===== src/drive_pkg.sv =====
// Shared constants for the drive status output and timed-run block
package drive_pkg;
  // Clock and time base
  localparam int CLK_PERIOD_NS = 25;
  localparam int MS_NS = 1_000_000;
  localparam int MS_CYCLES = (MS_NS + CLK_PERIOD_NS - 1) / CLK_PERIOD_NS;
  localparam int MIN_ON_MS = 100;
  localparam int SEC_MS = 1000;
  localparam int BLINK_MS = 500;
  // APB byte offsets
  localparam logic [7:0] CTRL_OFS = 8'h00;
  localparam logic [7:0] LEVEL_OFS = 8'h04;
  localparam logic [7:0] DELAY_OFS = 8'h08;
  localparam logic [7:0] OUTSEL_OFS = 8'h0C;
  localparam logic [7:0] TIMER_OFS = 8'h10;
  localparam logic [7:0] COEF_OFS = 8'h14;
  localparam logic [7:0] STATUS_OFS = 8'h18;
  localparam logic [7:0] SPEED_OFS = 8'h1C;
  localparam logic [7:0] FEED_OFS = 8'h20;
  // Control and output select field positions
  localparam int CTRL_TIMED_BIT = 0;
  localparam int CTRL_MENU_LSB = 1;
  localparam int CTRL_RESTART_LSB = 4;
  localparam int CTRL_MON_LSB = 8;
  localparam int OUTSEL_POL0_BIT = 7;
  localparam int OUTSEL_CODE1_LSB = 8;
  localparam int OUTSEL_POL1_BIT = 15;
  // Reset values
  localparam logic [31:0] CTRL_RST = 32'h0000_0000;
  localparam logic [15:0] LEVEL_RST = 16'h0100;
  localparam logic [15:0] DELAY_RST = 16'h0064;
  localparam logic [15:0] OUTSEL_RST = 16'h6300;
  localparam logic [31:0] COEF_RST = 32'h0001_0001;
  // Timer count limits in seconds
  localparam logic [13:0] TIMER_MIN = 14'h0001;
  localparam logic [13:0] TIMER_MAX = 14'h270F;
  localparam logic [13:0] TIMER_RST = 14'h000A;
  // Output assignment codes
  localparam logic [6:0] FN_UNDERVOLT = 7'h03;
  localparam logic [6:0] FN_CUR_LIMIT = 7'h05;
  localparam logic [6:0] FN_POWER_DIP = 7'h06;
  localparam logic [6:0] FN_HEAT_WARN = 7'h07;
  localparam logic [6:0] FN_RETRY = 7'h1A;
  localparam logic [6:0] FN_PARTS_WEAR = 7'h1E;
  localparam logic [6:0] FN_OUT_ACTIVE = 7'h23;
  localparam logic [6:0] FN_OVL_PREVENT = 7'h24;
  localparam logic [6:0] FN_CUR_OVER = 7'h25;
  localparam logic [6:0] FN_CUR_UNDER = 7'h29;
  localparam logic [6:0] FN_FAULT = 7'h63;
  // Restart modes that raise the power dip flag
  localparam logic [2:0] RESTART_DIP_A = 3'h4;
  localparam logic [2:0] RESTART_DIP_B = 3'h5;
  // Menu modes and menu range
  localparam logic [1:0] MENU_SET_ONLY = 2'h0;
  localparam logic [1:0] MENU_CHECK_ONLY = 2'h1;
  localparam logic [2:0] MENU_FIRST = 3'h1;
  localparam logic [2:0] MENU_CHECK = 3'h2;
  localparam logic [2:0] MENU_LAST = 3'h6;
  // Monitor item that shows the timer count
  localparam logic [4:0] MON_TIMER = 5'h0D;
  // Display code for the end indication, arbitrary glyph pattern
  localparam logic [15:0] END_CODE = 16'hE0D0;
  // Timed-run sequence
  typedef enum logic [1:0] {TR_IDLE, TR_RUN, TR_DECEL, TR_DONE} tr_state_t;
endpackage


===== src/drive_status.sv =====
// Status output flags, output terminals, timed run, keypad menu and speed display
`timescale 1ns/1ps
module drive_status
  import drive_pkg::*;
#(
  parameter int MS_CYCLES_P = MS_CYCLES // Cycles per ms, shorten for simulation
)(
  input wire logic pclk,
  input wire logic presetn,
  input wire logic psel,
  input wire logic penable,
  input wire logic pwrite,
  input wire logic [31:0] paddr,
  input wire logic [31:0] pwdata,
  output logic [31:0] prdata,
  output logic pready,
  output logic pslverr,
  input wire logic dc_bus_low, // Bus below undervoltage level
  input wire logic uv_trip, // Undervoltage protection tripped
  input wire logic sw_ilimit, // Software current limiter acting
  input wire logic hw_ilimit, // Hardware current limiter acting
  input wire logic dip_stop, // Output stopped on bus undervoltage
  input wire logic [15:0] thermal_value, // Motor thermal model value
  input wire logic [15:0] output_current,
  input wire logic retry_on, // Auto retry in effect
  input wire logic [2:0] life_expired, // Bus cap, board cap, fan
  input wire logic above_start_freq,
  input wire logic dc_brake,
  input wire logic olp_engaged, // Overload prevention at set drop rate
  input wire logic alarm_mode,
  input wire logic motor_stopped,
  input wire logic [15:0] out_freq,
  input wire logic [15:0] ref_freq,
  input wire logic key_up,
  input wire logic key_down,
  input wire logic key_run,
  input wire logic key_stop,
  input wire logic forward_run_cmd,
  output logic [1:0] term_out, // Transistor and relay terminals
  output logic run_motor,
  output logic [15:0] display_value,
  output logic display_blink,
  output logic [2:0] menu_index
);
  // Control registers
  logic [31:0] ctrl_r;
  logic [15:0] current_level_setting;
  logic [15:0] detect_delay_setting;
  logic [15:0] outsel_r;
  logic [13:0] timer_preset_r;
  logic [15:0] speed_display_coeff;
  logic [15:0] feed_time_coeff;
  logic [31:0] prdata_r;
  wire timed_run_enable = ctrl_r[CTRL_TIMED_BIT];
  wire [1:0] menu_mode_select = ctrl_r[CTRL_MENU_LSB +: 2];
  wire [2:0] restart_mode_select = ctrl_r[CTRL_RESTART_LSB +: 3];
  wire [4:0] monitor_item_select = ctrl_r[CTRL_MON_LSB +: 5];

  // Scaled speed: coefficient times frequency
  function automatic logic [31:0] speed_scale(input logic [15:0] coef, input logic [15:0] freq);
    speed_scale = coef * freq;
  endfunction

  // Feed time: coefficient over frequency times feed coefficient, zero guarded
  function automatic logic [15:0] feed_scale(input logic [15:0] coef, input logic [15:0] freq,
                                             input logic [15:0] fc);
    logic [31:0] den;
    den = freq * fc;
    feed_scale = (den == 32'h0000_0000) ? 16'hFFFF : 16'(32'(coef) / den);
  endfunction

  // Status flag chosen by an assignment code
  function automatic logic pick_flag(input logic [6:0] code, input logic [10:0] f);
    case (code)
      FN_UNDERVOLT: pick_flag = f[0];
      FN_CUR_LIMIT: pick_flag = f[1];
      FN_POWER_DIP: pick_flag = f[2];
      FN_HEAT_WARN: pick_flag = f[3];
      FN_RETRY: pick_flag = f[4];
      FN_PARTS_WEAR: pick_flag = f[5];
      FN_OUT_ACTIVE: pick_flag = f[6];
      FN_OVL_PREVENT: pick_flag = f[7];
      FN_CUR_OVER: pick_flag = f[8];
      FN_CUR_UNDER: pick_flag = f[9];
      FN_FAULT: pick_flag = f[10];
      default: pick_flag = 1'b0;
    endcase
  endfunction

  // Pin synchronisers: up, down, run, stop, forward
  logic [4:0] sync1_r;
  logic [4:0] sync2_r;
  logic [4:0] prev_r;
  always_ff @(posedge pclk or negedge presetn) begin
    if (!presetn) begin
      sync1_r <= 5'h00;
      sync2_r <= 5'h00;
      prev_r <= 5'h00;
    end else begin
      sync1_r <= {forward_run_cmd, key_stop, key_run, key_down, key_up};
      sync2_r <= sync1_r;
      prev_r <= sync2_r;
    end
  end
  wire [4:0] rise = sync2_r & ~prev_r; // Press edges: second stage against its one-cycle delayed copy
  wire fwd_s = sync2_r[4];

  // Millisecond enable from the system clock
  logic [15:0] ms_cnt_r;
  wire ms_tick = (ms_cnt_r == 16'(MS_CYCLES_P - 1));
  always_ff @(posedge pclk or negedge presetn) begin
    if (!presetn) begin
      ms_cnt_r <= 16'h0000;
    end else begin
      ms_cnt_r <= ms_tick ? 16'h0000 : ms_cnt_r + 16'h0001;
    end
  end

  // APB access decode
  wire setup = psel && !penable;
  wire wr_en = psel && penable && pwrite;
  logic mapped;
  always_comb begin
    case (paddr[7:0])
      CTRL_OFS, LEVEL_OFS, DELAY_OFS, OUTSEL_OFS, TIMER_OFS, COEF_OFS, STATUS_OFS, SPEED_OFS, FEED_OFS:
        mapped = (paddr[31:8] == 24'h00_0000);
      default: mapped = 1'b0;
    endcase
  end
  // Zero wait states; error only on unmapped addresses
  assign pready = 1'b1;
  assign pslverr = psel && penable && !mapped;
  assign prdata = prdata_r;

  // Register writes, taken in the access phase
  always_ff @(posedge pclk or negedge presetn) begin
    if (!presetn) begin
      ctrl_r <= CTRL_RST;
      current_level_setting <= LEVEL_RST;
      detect_delay_setting <= DELAY_RST;
      outsel_r <= OUTSEL_RST;
      timer_preset_r <= TIMER_RST;
      {speed_display_coeff, feed_time_coeff} <= COEF_RST;
    end else if (wr_en && mapped) begin // Unmapped writes are dropped, not aliased
      case (paddr[7:0])
        CTRL_OFS: ctrl_r <= {19'h0_0000, pwdata[12:0]};
        LEVEL_OFS: current_level_setting <= pwdata[15:0];
        DELAY_OFS: detect_delay_setting <= pwdata[15:0];
        OUTSEL_OFS: outsel_r <= pwdata[15:0];
        // Out-of-range counts are clamped into the legal seconds range
        TIMER_OFS: begin
          if (pwdata[31:0] < 32'(TIMER_MIN)) begin
            timer_preset_r <= TIMER_MIN;
          end else if (pwdata[31:0] > 32'(TIMER_MAX)) begin
            timer_preset_r <= TIMER_MAX;
          end else begin
            timer_preset_r <= pwdata[13:0];
          end
        end
        COEF_OFS: {speed_display_coeff, feed_time_coeff} <= pwdata;
        default: ;
      endcase
    end
  end

  // Registered status flags
  logic uv_r;
  logic dip_r;
  logic heat_r;
  logic [15:0] over_cnt_r;
  logic [15:0] under_cnt_r;
  always_ff @(posedge pclk or negedge presetn) begin
    if (!presetn) begin
      uv_r <= 1'b0;
    end else begin
      uv_r <= dc_bus_low || uv_trip;
    end
  end

  // Power dip flag: set wins over the clear at recovery
  always_ff @(posedge pclk or negedge presetn) begin
    if (!presetn) begin
      dip_r <= 1'b0;
    end else if (dip_stop && (restart_mode_select == RESTART_DIP_A || restart_mode_select == RESTART_DIP_B)) begin
      dip_r <= 1'b1;
    end else if (out_freq >= ref_freq) begin
      dip_r <= 1'b0;
    end
  end

  // Heat warning against the shared level
  always_ff @(posedge pclk or negedge presetn) begin
    if (!presetn) begin
      heat_r <= 1'b0;
    end else begin
      heat_r <= thermal_value > current_level_setting;
    end
  end

  // Over and under current dwell counters in ms, saturating
  always_ff @(posedge pclk or negedge presetn) begin
    if (!presetn) begin
      over_cnt_r <= 16'h0000;
      under_cnt_r <= 16'h0000;
    end else begin
      if (output_current <= current_level_setting) begin
        over_cnt_r <= 16'h0000;
      end else if (ms_tick && over_cnt_r != 16'hFFFF) begin
        over_cnt_r <= over_cnt_r + 16'h0001;
      end
      if (output_current >= current_level_setting) begin
        under_cnt_r <= 16'h0000;
      end else if (ms_tick && under_cnt_r != 16'hFFFF) begin
        under_cnt_r <= under_cnt_r + 16'h0001;
      end
    end
  end
  wire over_raw = over_cnt_r > detect_delay_setting;
  wire under_raw = under_cnt_r > detect_delay_setting;

  // Minimum on-time stretchers
  logic ilimit_held;
  logic olp_held;
  logic over_held;
  logic under_held;
  min_on_hold u_hold_ilim (.pclk(pclk), .presetn(presetn), .ms_tick(ms_tick),
    .trig(sw_ilimit || hw_ilimit), .held(ilimit_held));
  min_on_hold u_hold_olp (.pclk(pclk), .presetn(presetn), .ms_tick(ms_tick),
    .trig(olp_engaged), .held(olp_held));
  min_on_hold u_hold_over (.pclk(pclk), .presetn(presetn), .ms_tick(ms_tick),
    .trig(over_raw), .held(over_held));
  min_on_hold u_hold_under (.pclk(pclk), .presetn(presetn), .ms_tick(ms_tick),
    .trig(under_raw), .held(under_held));

  // Flag vector in assignment order
  wire [10:0] flags = {alarm_mode,
                       under_held, over_held, olp_held,
                       above_start_freq || dc_brake,
                       |life_expired,
                       retry_on,
                       heat_r, dip_r, ilimit_held, uv_r};

  // Terminals: selected flag, inverted under negative logic
  logic [1:0] term_r;
  always_ff @(posedge pclk or negedge presetn) begin
    if (!presetn) begin
      term_r <= 2'b00;
    end else begin
      term_r[0] <= pick_flag(outsel_r[6:0], flags) ^ outsel_r[OUTSEL_POL0_BIT];
      term_r[1] <= pick_flag(outsel_r[OUTSEL_CODE1_LSB +: 7], flags) ^ outsel_r[OUTSEL_POL1_BIT];
    end
  end
  assign term_out = term_r;

  // Keypad menu selection
  logic [2:0] menu_r;
  always_ff @(posedge pclk or negedge presetn) begin
    if (!presetn) begin
      menu_r <= MENU_FIRST;
    end else if (menu_mode_select == MENU_SET_ONLY) begin
      menu_r <= MENU_FIRST;
    end else if (menu_mode_select == MENU_CHECK_ONLY) begin
      menu_r <= MENU_CHECK;
    end else if (rise[0]) begin
      menu_r <= (menu_r >= MENU_LAST) ? MENU_FIRST : menu_r + 3'h1;
    end else if (rise[1]) begin
      menu_r <= (menu_r <= MENU_FIRST) ? MENU_LAST : menu_r - 3'h1;
    end
  end
  assign menu_index = menu_r;

  // Timed-run sequencer
  tr_state_t state_r;
  logic [13:0] tcount_r;
  logic [9:0] sec_ms_r;
  logic by_fwd_r;
  logic free_run_r;
  wire run_req = rise[2] || rise[4];
  always_ff @(posedge pclk or negedge presetn) begin
    if (!presetn) begin
      state_r <= TR_IDLE;
      tcount_r <= TIMER_MIN;
      sec_ms_r <= 10'h000;
      by_fwd_r <= 1'b0;
    end else begin
      case (state_r)
        TR_IDLE: begin
          if (timed_run_enable && run_req) begin
            state_r <= TR_RUN;
            tcount_r <= timer_preset_r;
            sec_ms_r <= 10'h000;
            by_fwd_r <= rise[4];
          end
        end
        // Count seconds down; zero ends the run with no stop key needed
        TR_RUN: begin
          if (ms_tick) begin
            if (sec_ms_r == 10'(SEC_MS - 1)) begin
              sec_ms_r <= 10'h000;
              tcount_r <= tcount_r - 14'h0001;
              if (tcount_r == TIMER_MIN) begin
                state_r <= TR_DECEL;
              end
            end else begin
              sec_ms_r <= sec_ms_r + 10'h001;
            end
          end
        end
        TR_DECEL: begin
          if (motor_stopped) begin
            state_r <= TR_DONE;
          end
        end
        // Forward start leaves on forward release; key start on next run or stop
        TR_DONE: begin
          if (by_fwd_r ? !fwd_s : (rise[2] || rise[3])) begin
            state_r <= TR_IDLE;
          end
        end
        default: state_r <= TR_IDLE;
      endcase
    end
  end

  // Untimed running: forward level or latched run key
  always_ff @(posedge pclk or negedge presetn) begin
    if (!presetn) begin
      free_run_r <= 1'b0;
    end else if (rise[3] || timed_run_enable) begin
      free_run_r <= 1'b0;
    end else if (rise[2]) begin
      free_run_r <= 1'b1;
    end
  end
  assign run_motor = (state_r == TR_RUN) || (!timed_run_enable && (free_run_r || fwd_s));

  // Blink phase toggles every half second
  logic [9:0] blink_ms_r;
  logic phase_r;
  always_ff @(posedge pclk or negedge presetn) begin
    if (!presetn) begin
      blink_ms_r <= 10'h000;
      phase_r <= 1'b0;
    end else if (ms_tick) begin
      if (blink_ms_r == 10'(BLINK_MS - 1)) begin
        blink_ms_r <= 10'h000;
        phase_r <= !phase_r;
      end else begin
        blink_ms_r <= blink_ms_r + 10'h001;
      end
    end
  end

  // Display selection: timer count, speed monitor or end indication
  logic [15:0] disp_r;
  logic blink_r;
  wire [31:0] speed_mon = speed_scale(speed_display_coeff, out_freq);
  wire [15:0] monitor = (monitor_item_select == MON_TIMER) ?
    16'((state_r == TR_IDLE) ? timer_preset_r : tcount_r) :
    speed_mon[15:0]; // Low half only; larger products wrap on the display
  wire alt_end = (state_r == TR_DONE) && by_fwd_r;
  always_ff @(posedge pclk or negedge presetn) begin
    if (!presetn) begin
      disp_r <= 16'h0000;
      blink_r <= 1'b0;
    end else begin
      disp_r <= (alt_end && phase_r) ? END_CODE : monitor;
      blink_r <= (state_r == TR_DONE) && !by_fwd_r;
    end
  end
  assign display_value = disp_r;
  assign display_blink = blink_r;

  // Read data captured in the setup phase, held through access
  always_ff @(posedge pclk or negedge presetn) begin
    if (!presetn) begin
      prdata_r <= 32'h0000_0000;
    end else if (setup) begin
      case (paddr[7:0])
        CTRL_OFS: prdata_r <= ctrl_r;
        LEVEL_OFS: prdata_r <= {16'h0000, current_level_setting};
        DELAY_OFS: prdata_r <= {16'h0000, detect_delay_setting};
        OUTSEL_OFS: prdata_r <= {16'h0000, outsel_r};
        TIMER_OFS: prdata_r <= {18'h0_0000, timer_preset_r};
        COEF_OFS: prdata_r <= {speed_display_coeff, feed_time_coeff};
        STATUS_OFS: prdata_r <= {tcount_r, state_r, menu_r, term_r, flags};
        SPEED_OFS: prdata_r <= speed_scale(speed_display_coeff, ref_freq);
        FEED_OFS: prdata_r <= {feed_scale(speed_display_coeff, ref_freq, feed_time_coeff),
                               feed_scale(speed_display_coeff, out_freq, feed_time_coeff)};
        default: prdata_r <= 32'h0000_0000;
      endcase
    end
  end

  uv_flag_a: assert property (@(posedge pclk) disable iff (!presetn)
    (dc_bus_low || uv_trip) |=> uv_r) else $error("undervolt flag missing");
  dip_flag_a: assert property (@(posedge pclk) disable iff (!presetn)
    (dip_stop && restart_mode_select == RESTART_DIP_A) |=> dip_r) else $error("power dip flag missing");
  heat_warn_a: assert property (@(posedge pclk) disable iff (!presetn)
    $rose(heat_r) |-> $past(thermal_value) > $past(current_level_setting)) else $error("heat warning wrong");
  fault_flag_a: assert property (@(posedge pclk) disable iff (!presetn)
    (alarm_mode && outsel_r[6:0] == FN_FAULT && !outsel_r[OUTSEL_POL0_BIT]) |=> term_out[0])
    else $error("fault not on terminal");
  term_pol_a: assert property (@(posedge pclk) disable iff (!presetn)
    $stable(outsel_r) && $stable(flags) ##1 $stable(outsel_r) |-> $stable(term_out)) else $error("terminal unstable");
  menu_lock_a: assert property (@(posedge pclk) disable iff (!presetn)
    menu_mode_select == MENU_SET_ONLY |=> menu_index == MENU_FIRST) else $error("menu not locked");
  menu_wrap_a: assert property (@(posedge pclk) disable iff (!presetn)
    (menu_mode_select == 2'h2 && rise[0] && menu_r == MENU_LAST) |=> menu_r == MENU_FIRST)
    else $error("menu did not wrap");
  timer_range_a: assert property (@(posedge pclk) disable iff (!presetn)
    timer_preset_r >= TIMER_MIN && timer_preset_r <= TIMER_MAX) else $error("timer preset out of range");
  timer_stop_a: assert property (@(posedge pclk) disable iff (!presetn)
    (state_r == TR_RUN && ms_tick && sec_ms_r == 10'(SEC_MS - 1) && tcount_r == TIMER_MIN) |=> !run_motor)
    else $error("motor not stopped at zero");
endmodule


===== src/min_on_hold.sv =====
// Stretches a condition so that each assertion lasts a minimum number of ms
`timescale 1ns/1ps
module min_on_hold
  import drive_pkg::*;
(
  input wire logic pclk,
  input wire logic presetn,
  input wire logic ms_tick, // One-cycle 1 ms enable
  input wire logic trig, // Raw condition
  output logic held // Stretched flag
);
  logic [6:0] cnt_r; // Remaining hold time in ms

  // Reload while the condition stands, run down on ms ticks after it falls
  always_ff @(posedge pclk or negedge presetn) begin
    if (!presetn) begin
      cnt_r <= 7'h00;
    end else if (trig) begin
      cnt_r <= 7'(MIN_ON_MS);
    end else if (ms_tick && cnt_r != 7'h00) begin
      cnt_r <= cnt_r - 7'h01;
    end
  end

  // Held flag; the reload means a short blip still yields the full hold
  assign held = trig || (cnt_r != 7'h00);

  hold_after_a: assert property (@(posedge pclk) disable iff (!presetn)
    trig ##1 !trig |-> held [*8]) else $error("flag released before minimum on time");
endmodule


===== config.mk =====
export PLATFORM = sky130hd
export DESIGN_NAME = drive_status
export DESIGN_NICKNAME = d
export VERILOG_FILES = /design/src/drive_pkg.sv /design/src/drive_status.sv /design/src/min_on_hold.sv
export SDC_FILE = /design/constraint.sdc
export NUM_CORES = 2
export LEC_CHECK = 0
export BUFFER_PORTS_ARGS = -buffer_cell sky130_fd_sc_hd__buf_2
export CAP_MARGIN = 20
export CORE_MARGIN = 2
export CORE_UTILIZATION = 48
export DETAILED_ROUTE_END_ITERATION = 10
export PLACE_DENSITY = 0.69
export SYNTH_ARGS = -nofsm -noshare
export SYNTH_HDL_FRONTEND = slang
export SYNTH_SLANG_ARGS = --single-unit

===== constraint.sdc =====
create_clock -name pclk -period 132.4 [get_ports pclk]
set_clock_uncertainty 0.05 [all_clocks]
set_input_delay 6.62 -clock pclk [delete_from_list [all_inputs] [get_ports pclk]]
set_output_delay 6.62 -clock pclk [all_outputs]
set_load 0.05 [all_outputs]

Word-level counts from Yosys, hierarchy flattened
Cells that the tools add are included.
- output and inout bits: 57
- RAM bits: 0
- ROM bits: 0
- register bits: 294
- memories kept: 0
- input port bits: 152
- latch bits: 0
- multiplexer cells: 51
- bitwise logic cells: 4
- div/mod/pow operators: 2
- shifts and indexed selects: 0
- equal/unequal tests: 49
- reductions and logical operators: 69
- $lt $le $gt $ge: 10
- add/sub/neg operators: 12
- multiply operators: 4
- operators by type and width (cell ; number):
    $pmux W32 S9 ; 1
    $mux W16 ; 9
    $mul A16 B16 Y32 ; 3
    $mux W14 ; 6
    $div A16 B32 Y32 ; 2
    $logic_not A32 Y1 ; 2
    $eq A7 B6 Y1 const B ; 8
    $mux W7 ; 8
    $add A16 B1 Y16 const B ; 3
    $gt A16 B16 Y1 ; 3
    $eq A7 B3 Y1 const B ; 6
    $mux W10 ; 4
    $eq A8 B5 Y1 const B ; 4
    $ge A16 B16 Y1 ; 2
    $gt A32 B14 Y1 const B ; 1
    $lt A32 B1 Y1 const B ; 1
    $ne A16 B16 Y1 const B ; 2
    $eq A7 B5 Y1 const B ; 4
    $pmux W14 S2 ; 1
    $reduce_bool A7 Y1 ; 4
    $sub A7 B1 Y7 const B ; 4
    $logic_not A24 Y1 ; 1
    $pmux W1 S11 ; 2
    $add A10 B1 Y10 const B ; 2
    42 further kinds ; 118

Logic depth before layout (Yosys ltp)
- depth in word-level cells: 6
- mapped depth: 439

By module
Synthesis repeated with hierarchy kept, for this count alone.
- cell total of the unflattened synthesis: 13719
- area total of the unflattened synthesis: 103817.1 um2
- by module, submodules not included (module ; times used ; area each (um2) ; cells each):
    drive_status ; 1 ; 102124.2 ; 13545
    min_on_hold (u_hold_ilim ...) ; 3 ; 421.7 ; 44
    min_on_hold (u_hold_under) ; 1 ; 427.9 ; 42

Worst setup path after synthesis
Ideal clock, no wire load.
- kind: in2reg
- from: input ref_freq[1]
- to: register prdata_r[16], in the netlist prdata[16]
- required time: 132.227 ns
- path slack: 35.577 ns
- arrival: 96.650 ns
- setup time: 0.123 ns
- stages on the path: 407
- path buffers: 62
- cell sequence: clkbuf_1 > clkbuf_1 > nand2_1 > fa_1 > fa_1 > inv_1 > fa_1 > fa_1 > fa_1 > inv_1 > fa_1 > inv_1 > ha_1 > nand3_1 > or3_1 > or4_4 > a31oi_4 > a21oi_1 > [371 not listed] > ha_1 > a21o_1 > a21o_1 > a21o_1 > a21o_1 > a21o_1 > a21o_1 > a21o_1 > a21o_1 > a21o_1 > a21o_1 > a211oi_1 > o21ai_0 > a221oi_1 > o21ai_0 > a21oi_1 > o21ai_0 > o221a_2
- word-level cells in the longest chain between the ends: 4
- elaborated cells on any way between the ends: 6
- ends and longest elaborated chain (element ; line ; text):
    start: declaration ; drive_status.sv:33 ; input wire logic [15:0] ref_freq,
    $mul A16 B16 Y32 ; drive_status.sv:68 ; den = freq * fc;
    $div A16 B32 Y32 / $logic_not A32 Y1 (equally long branches) ; drive_status.sv:69 ; feed_scale = (den == 32'h0000_0000) ? 16'hFFFF : 16'(32'(coef) / den);
    $mux W16 ; drive_status.sv:69 ;
    $pmux W32 S9 (*) ; drive_status.sv:379 ; case (paddr[7:0])
    end signal: assignment ; drive_status.sv:380 ; CTRL_OFS: prdata_r <= ctrl_r;
    end signal: assignment ; drive_status.sv:381 ; LEVEL_OFS: prdata_r <= {16'h0000, current_level_setting};
    end signal: assignment ; drive_status.sv:382 ; DELAY_OFS: prdata_r <= {16'h0000, detect_delay_setting};
    end: declaration ; drive_status.sv:53 ; logic [31:0] prdata_r;
Every way passes the cells marked *; elsewhere a longest branch is shown, timed or not.
A chain may end at the register's enable or synchronous reset.

Final worst setup path
- from: input ref_freq[0]
- to: register prdata_r[16], in the netlist prdata[16]
The elaborated chain is that of the path after synthesis.

==> summary.txt <==
outcome = completed
Worst path slowest cell = o31ai_1
CP peak stage delay = 0.92 ns
Setup-failing EPs final = 0
library cells used by synthesis = 112
Initial DRC Count = 11722
WS Path Type = in2reg
simple logic cell fraction of the synthesized area = 23.0%
Core ar. = 212000 µm²
num rows = 169
Tightest Pin Transition = 1.19 ns
Post-Syn Instances = 13564
Non-Filler Instances = 16389
number of global-route vias before repair = 99133
via/cell ratio = 6.33
R2R Setup Slk = 28.78 ns
Die Y = 466 µm
Worst Hold Class = reg2reg
die area = 217000 µm²
die width = 466 µm
Synth Register Bits = 294
vias = 103745
Worst Path Arrival = 109.51 ns
Max clock buf depth = 3
r2r startpoint = feed_time_coeff[14]
max_slew headroom = 20.5%
initial antenna violation count = 27
worst setup path startpoint = ref_freq[0]
clk slew on worst S/H paths = 0.07 ns
CP required = 132.83 ns
Final min period = 109.08 ns
synth warn = 0
Total Routed Length = 407000 µm
clock sinks = 294
largest family of logic cells by synthesized area = adder cells
final cycle utilization of the critical path = 82.4%
worst hold stages = 0
clk_lat worst skew = 0.59 ns
compound-cell area share of the yosys netlist = 20.9%
Critical Path Source Type = input port
Top cell by count, worst path = a21o_1
H-tree levels = 2
wire per inst = 24.9 µm
Async SR Flop Fraction = 100%
Post-Place Cells = 16309
CP Max Fanout = 49
area post-placement = 107000 µm²
predominant post-synthesis flop cell = dfrtp_1
Hold Slack = 0.301 ns
post_cts resized = 0
layout cells sized above 1 = 7.98%
maximum capacitance violations = 0
RSZ-0062 raised after global routing = false
RD Place Congestion = 1.05
Initial Util = 48.3%
Seq/Total Area, Yosys = 7.20%
min-delay src = sync1_r[1]
hold buffers post-CTS = 0
Largest register FFs = 32
fmax = 0.00917 GHz
final cell area excluding filler cells = 108000 µm²
gr usage total = 36.4%
P&R area growth vs syn = 5.91%
global route total overflow = 0
EDFF count, synth = 0
Post-Synth XOR/XNOR Area = 6.83%
Post-CTS Repair Setup Buffers = 0
nature of the critical path endpoint = flop
DRT Pass-1 Iters = 10
post-DP HPWL = 320000 µm
Final Max Slew Viols = 0
CTS tree = built
CTS buffer count = 35
drc violations = 0
Hold EP = sync2_r[1]
final hold viol count = 0
final net count = 15857
final antenna-violating net count = 0
post-synthesis adder-cell area fraction = 31.5%
IO Port Bufs = 207
CTS root buffer = clkbuf_16
Mapped Area = 102000 µm²
reg-to-reg critical path endpoint = prdata[16]
largest net degree at the start of global routing = 87
global-route wire length before repair = 612000 µm
R2R depth = 372
multiplexer area fraction after synthesis = 3.92%
Avg Inst Size Synth = 7.55 µm²
setup_tns = 0 ns
Ports = 209
[cell type report]
type,count,area (µm²)
antenna,16,40.0
sequential,294,7390
fill,20948,104000
timing repair buffer,458,2950
inverter,1220,4580
clock buffer,49,978
tap,2821,3530
multi-input combinational,11517,88900
clock inverter,14,163
[cell usage in the layout (no fill, tap or decap), types with 122 or more instances in the layout]
| cell | Yosys | final |
|---|---|---|
| buf_2 | 27 | 208 |
| nand2b_1 | 138 | 138 |
| nor2_1 | 1183 | 1180 |
| o21a_1 | 297 | 297 |
| buf_4 | 3 | 248 |
| a21o_1 | 351 | 351 |
| nor2b_1 | 174 | 171 |
| a31oi_1 | 148 | 148 |
| nor3_1 | 483 | 476 |
| a21oi_1 | 756 | 749 |
| or3_1 | 122 | 122 |
| mux2_2 | 279 | 279 |
| fa_1 | 662 | 660 |
| xor2_1 | 311 | 304 |
| nand2_1 | 1496 | 1494 |
| nand4_1 | 174 | 174 |
| dfrtp_1 | 280 | 268 |
| inv_1 | 1215 | 1211 |
| and2_1 | 399 | 399 |
| o21ai_0 | 586 | 581 |
| ha_1 | 1517 | 1517 |
| xnor2_1 | 488 | 485 |
| nand3_1 | 308 | 308 |
[cell usage after synthesis (111+ instances only)]
cell	instances	area, µm²
o21a_1	297	2230
ha_1	1517	19000
fa_1	662	13300
clkbuf_1	482	1810
dfrtp_1	280	7010
nor2_1	1183	4440
nand2_1	1496	5620
or3_1	122	763
xor2_1	311	2720
nand4_1	174	1090
a31oi_1	148	926
inv_1	1215	4560
a21oi_1	756	3780
xnor2_1	488	4270
nand2b_1	138	863
nor2b_1	174	1090
and2_1	399	2500
a21o_1	351	2640
nand3_1	308	1540
mux2_2	279	3140
and3_1	111	694
nor3_1	483	2420
o21ai_0	586	2930
[how the worst max path moves through the flow]
stage | cells after the start | to | slack [ns]
6_report | 372 | prdata[16] | 23.32
5_1_grt | 382 | prdata[16] | 17.01
4_1_cts | 375 | prdata[16] | 25.32
3_5_place_dp | 375 | prdata[16] | 25.19
3_3_place_gp | 378 | prdata[16] | 24.50
2_1_floorplan | 407 | prdata[16] | 35.58
[worst max-delay path: cells and delay by family]
family / cells / cell delay [ns]
AO/OA/AOI/OAI: 212 / 57.96
adder cells (fa/ha/maj): 38 / 13.69
AND/OR/NAND/NOR: 86 / 21.63
multiplexers: 5 / 2.07
XOR/XNOR: 1 / 0.67
buffers and inverters: 30 / 6.38
[per-layer routing]
layer	wire [µm]	part of all wire (%)	vias to the layer above	track usage, %
li1	-	-	47732	-
met1	158000	39	49281	45.7
met2	173000	43	5325	55.9
met3	41900	10	1389	7.87
met4	33900	8.3	18	24.9
met5	112	0.027	-	0
[through the flow]
step                utilization, %  setup slack (ns)
floorplan                        -             35.58
global placement              50.6             24.50
detailed placement            50.6             25.19
CTS                           51.1             25.32
global route                  51.1             17.01
finish                        51.2             23.32
[kinds of logic after synthesis]
group | count (synthesis)
AO/OA/AOI/OAI | 3200
adder cells (fa/ha/maj) | 2179
other | 2
XOR/XNOR | 799
multiplexers | 366
buffers and inverters | 1783
flip-flops | 294
AND/OR/NAND/NOR | 4941
Power is not shown: default switching activity piles up to over one toggle a cycle in this logic, so the estimate is an artifact.
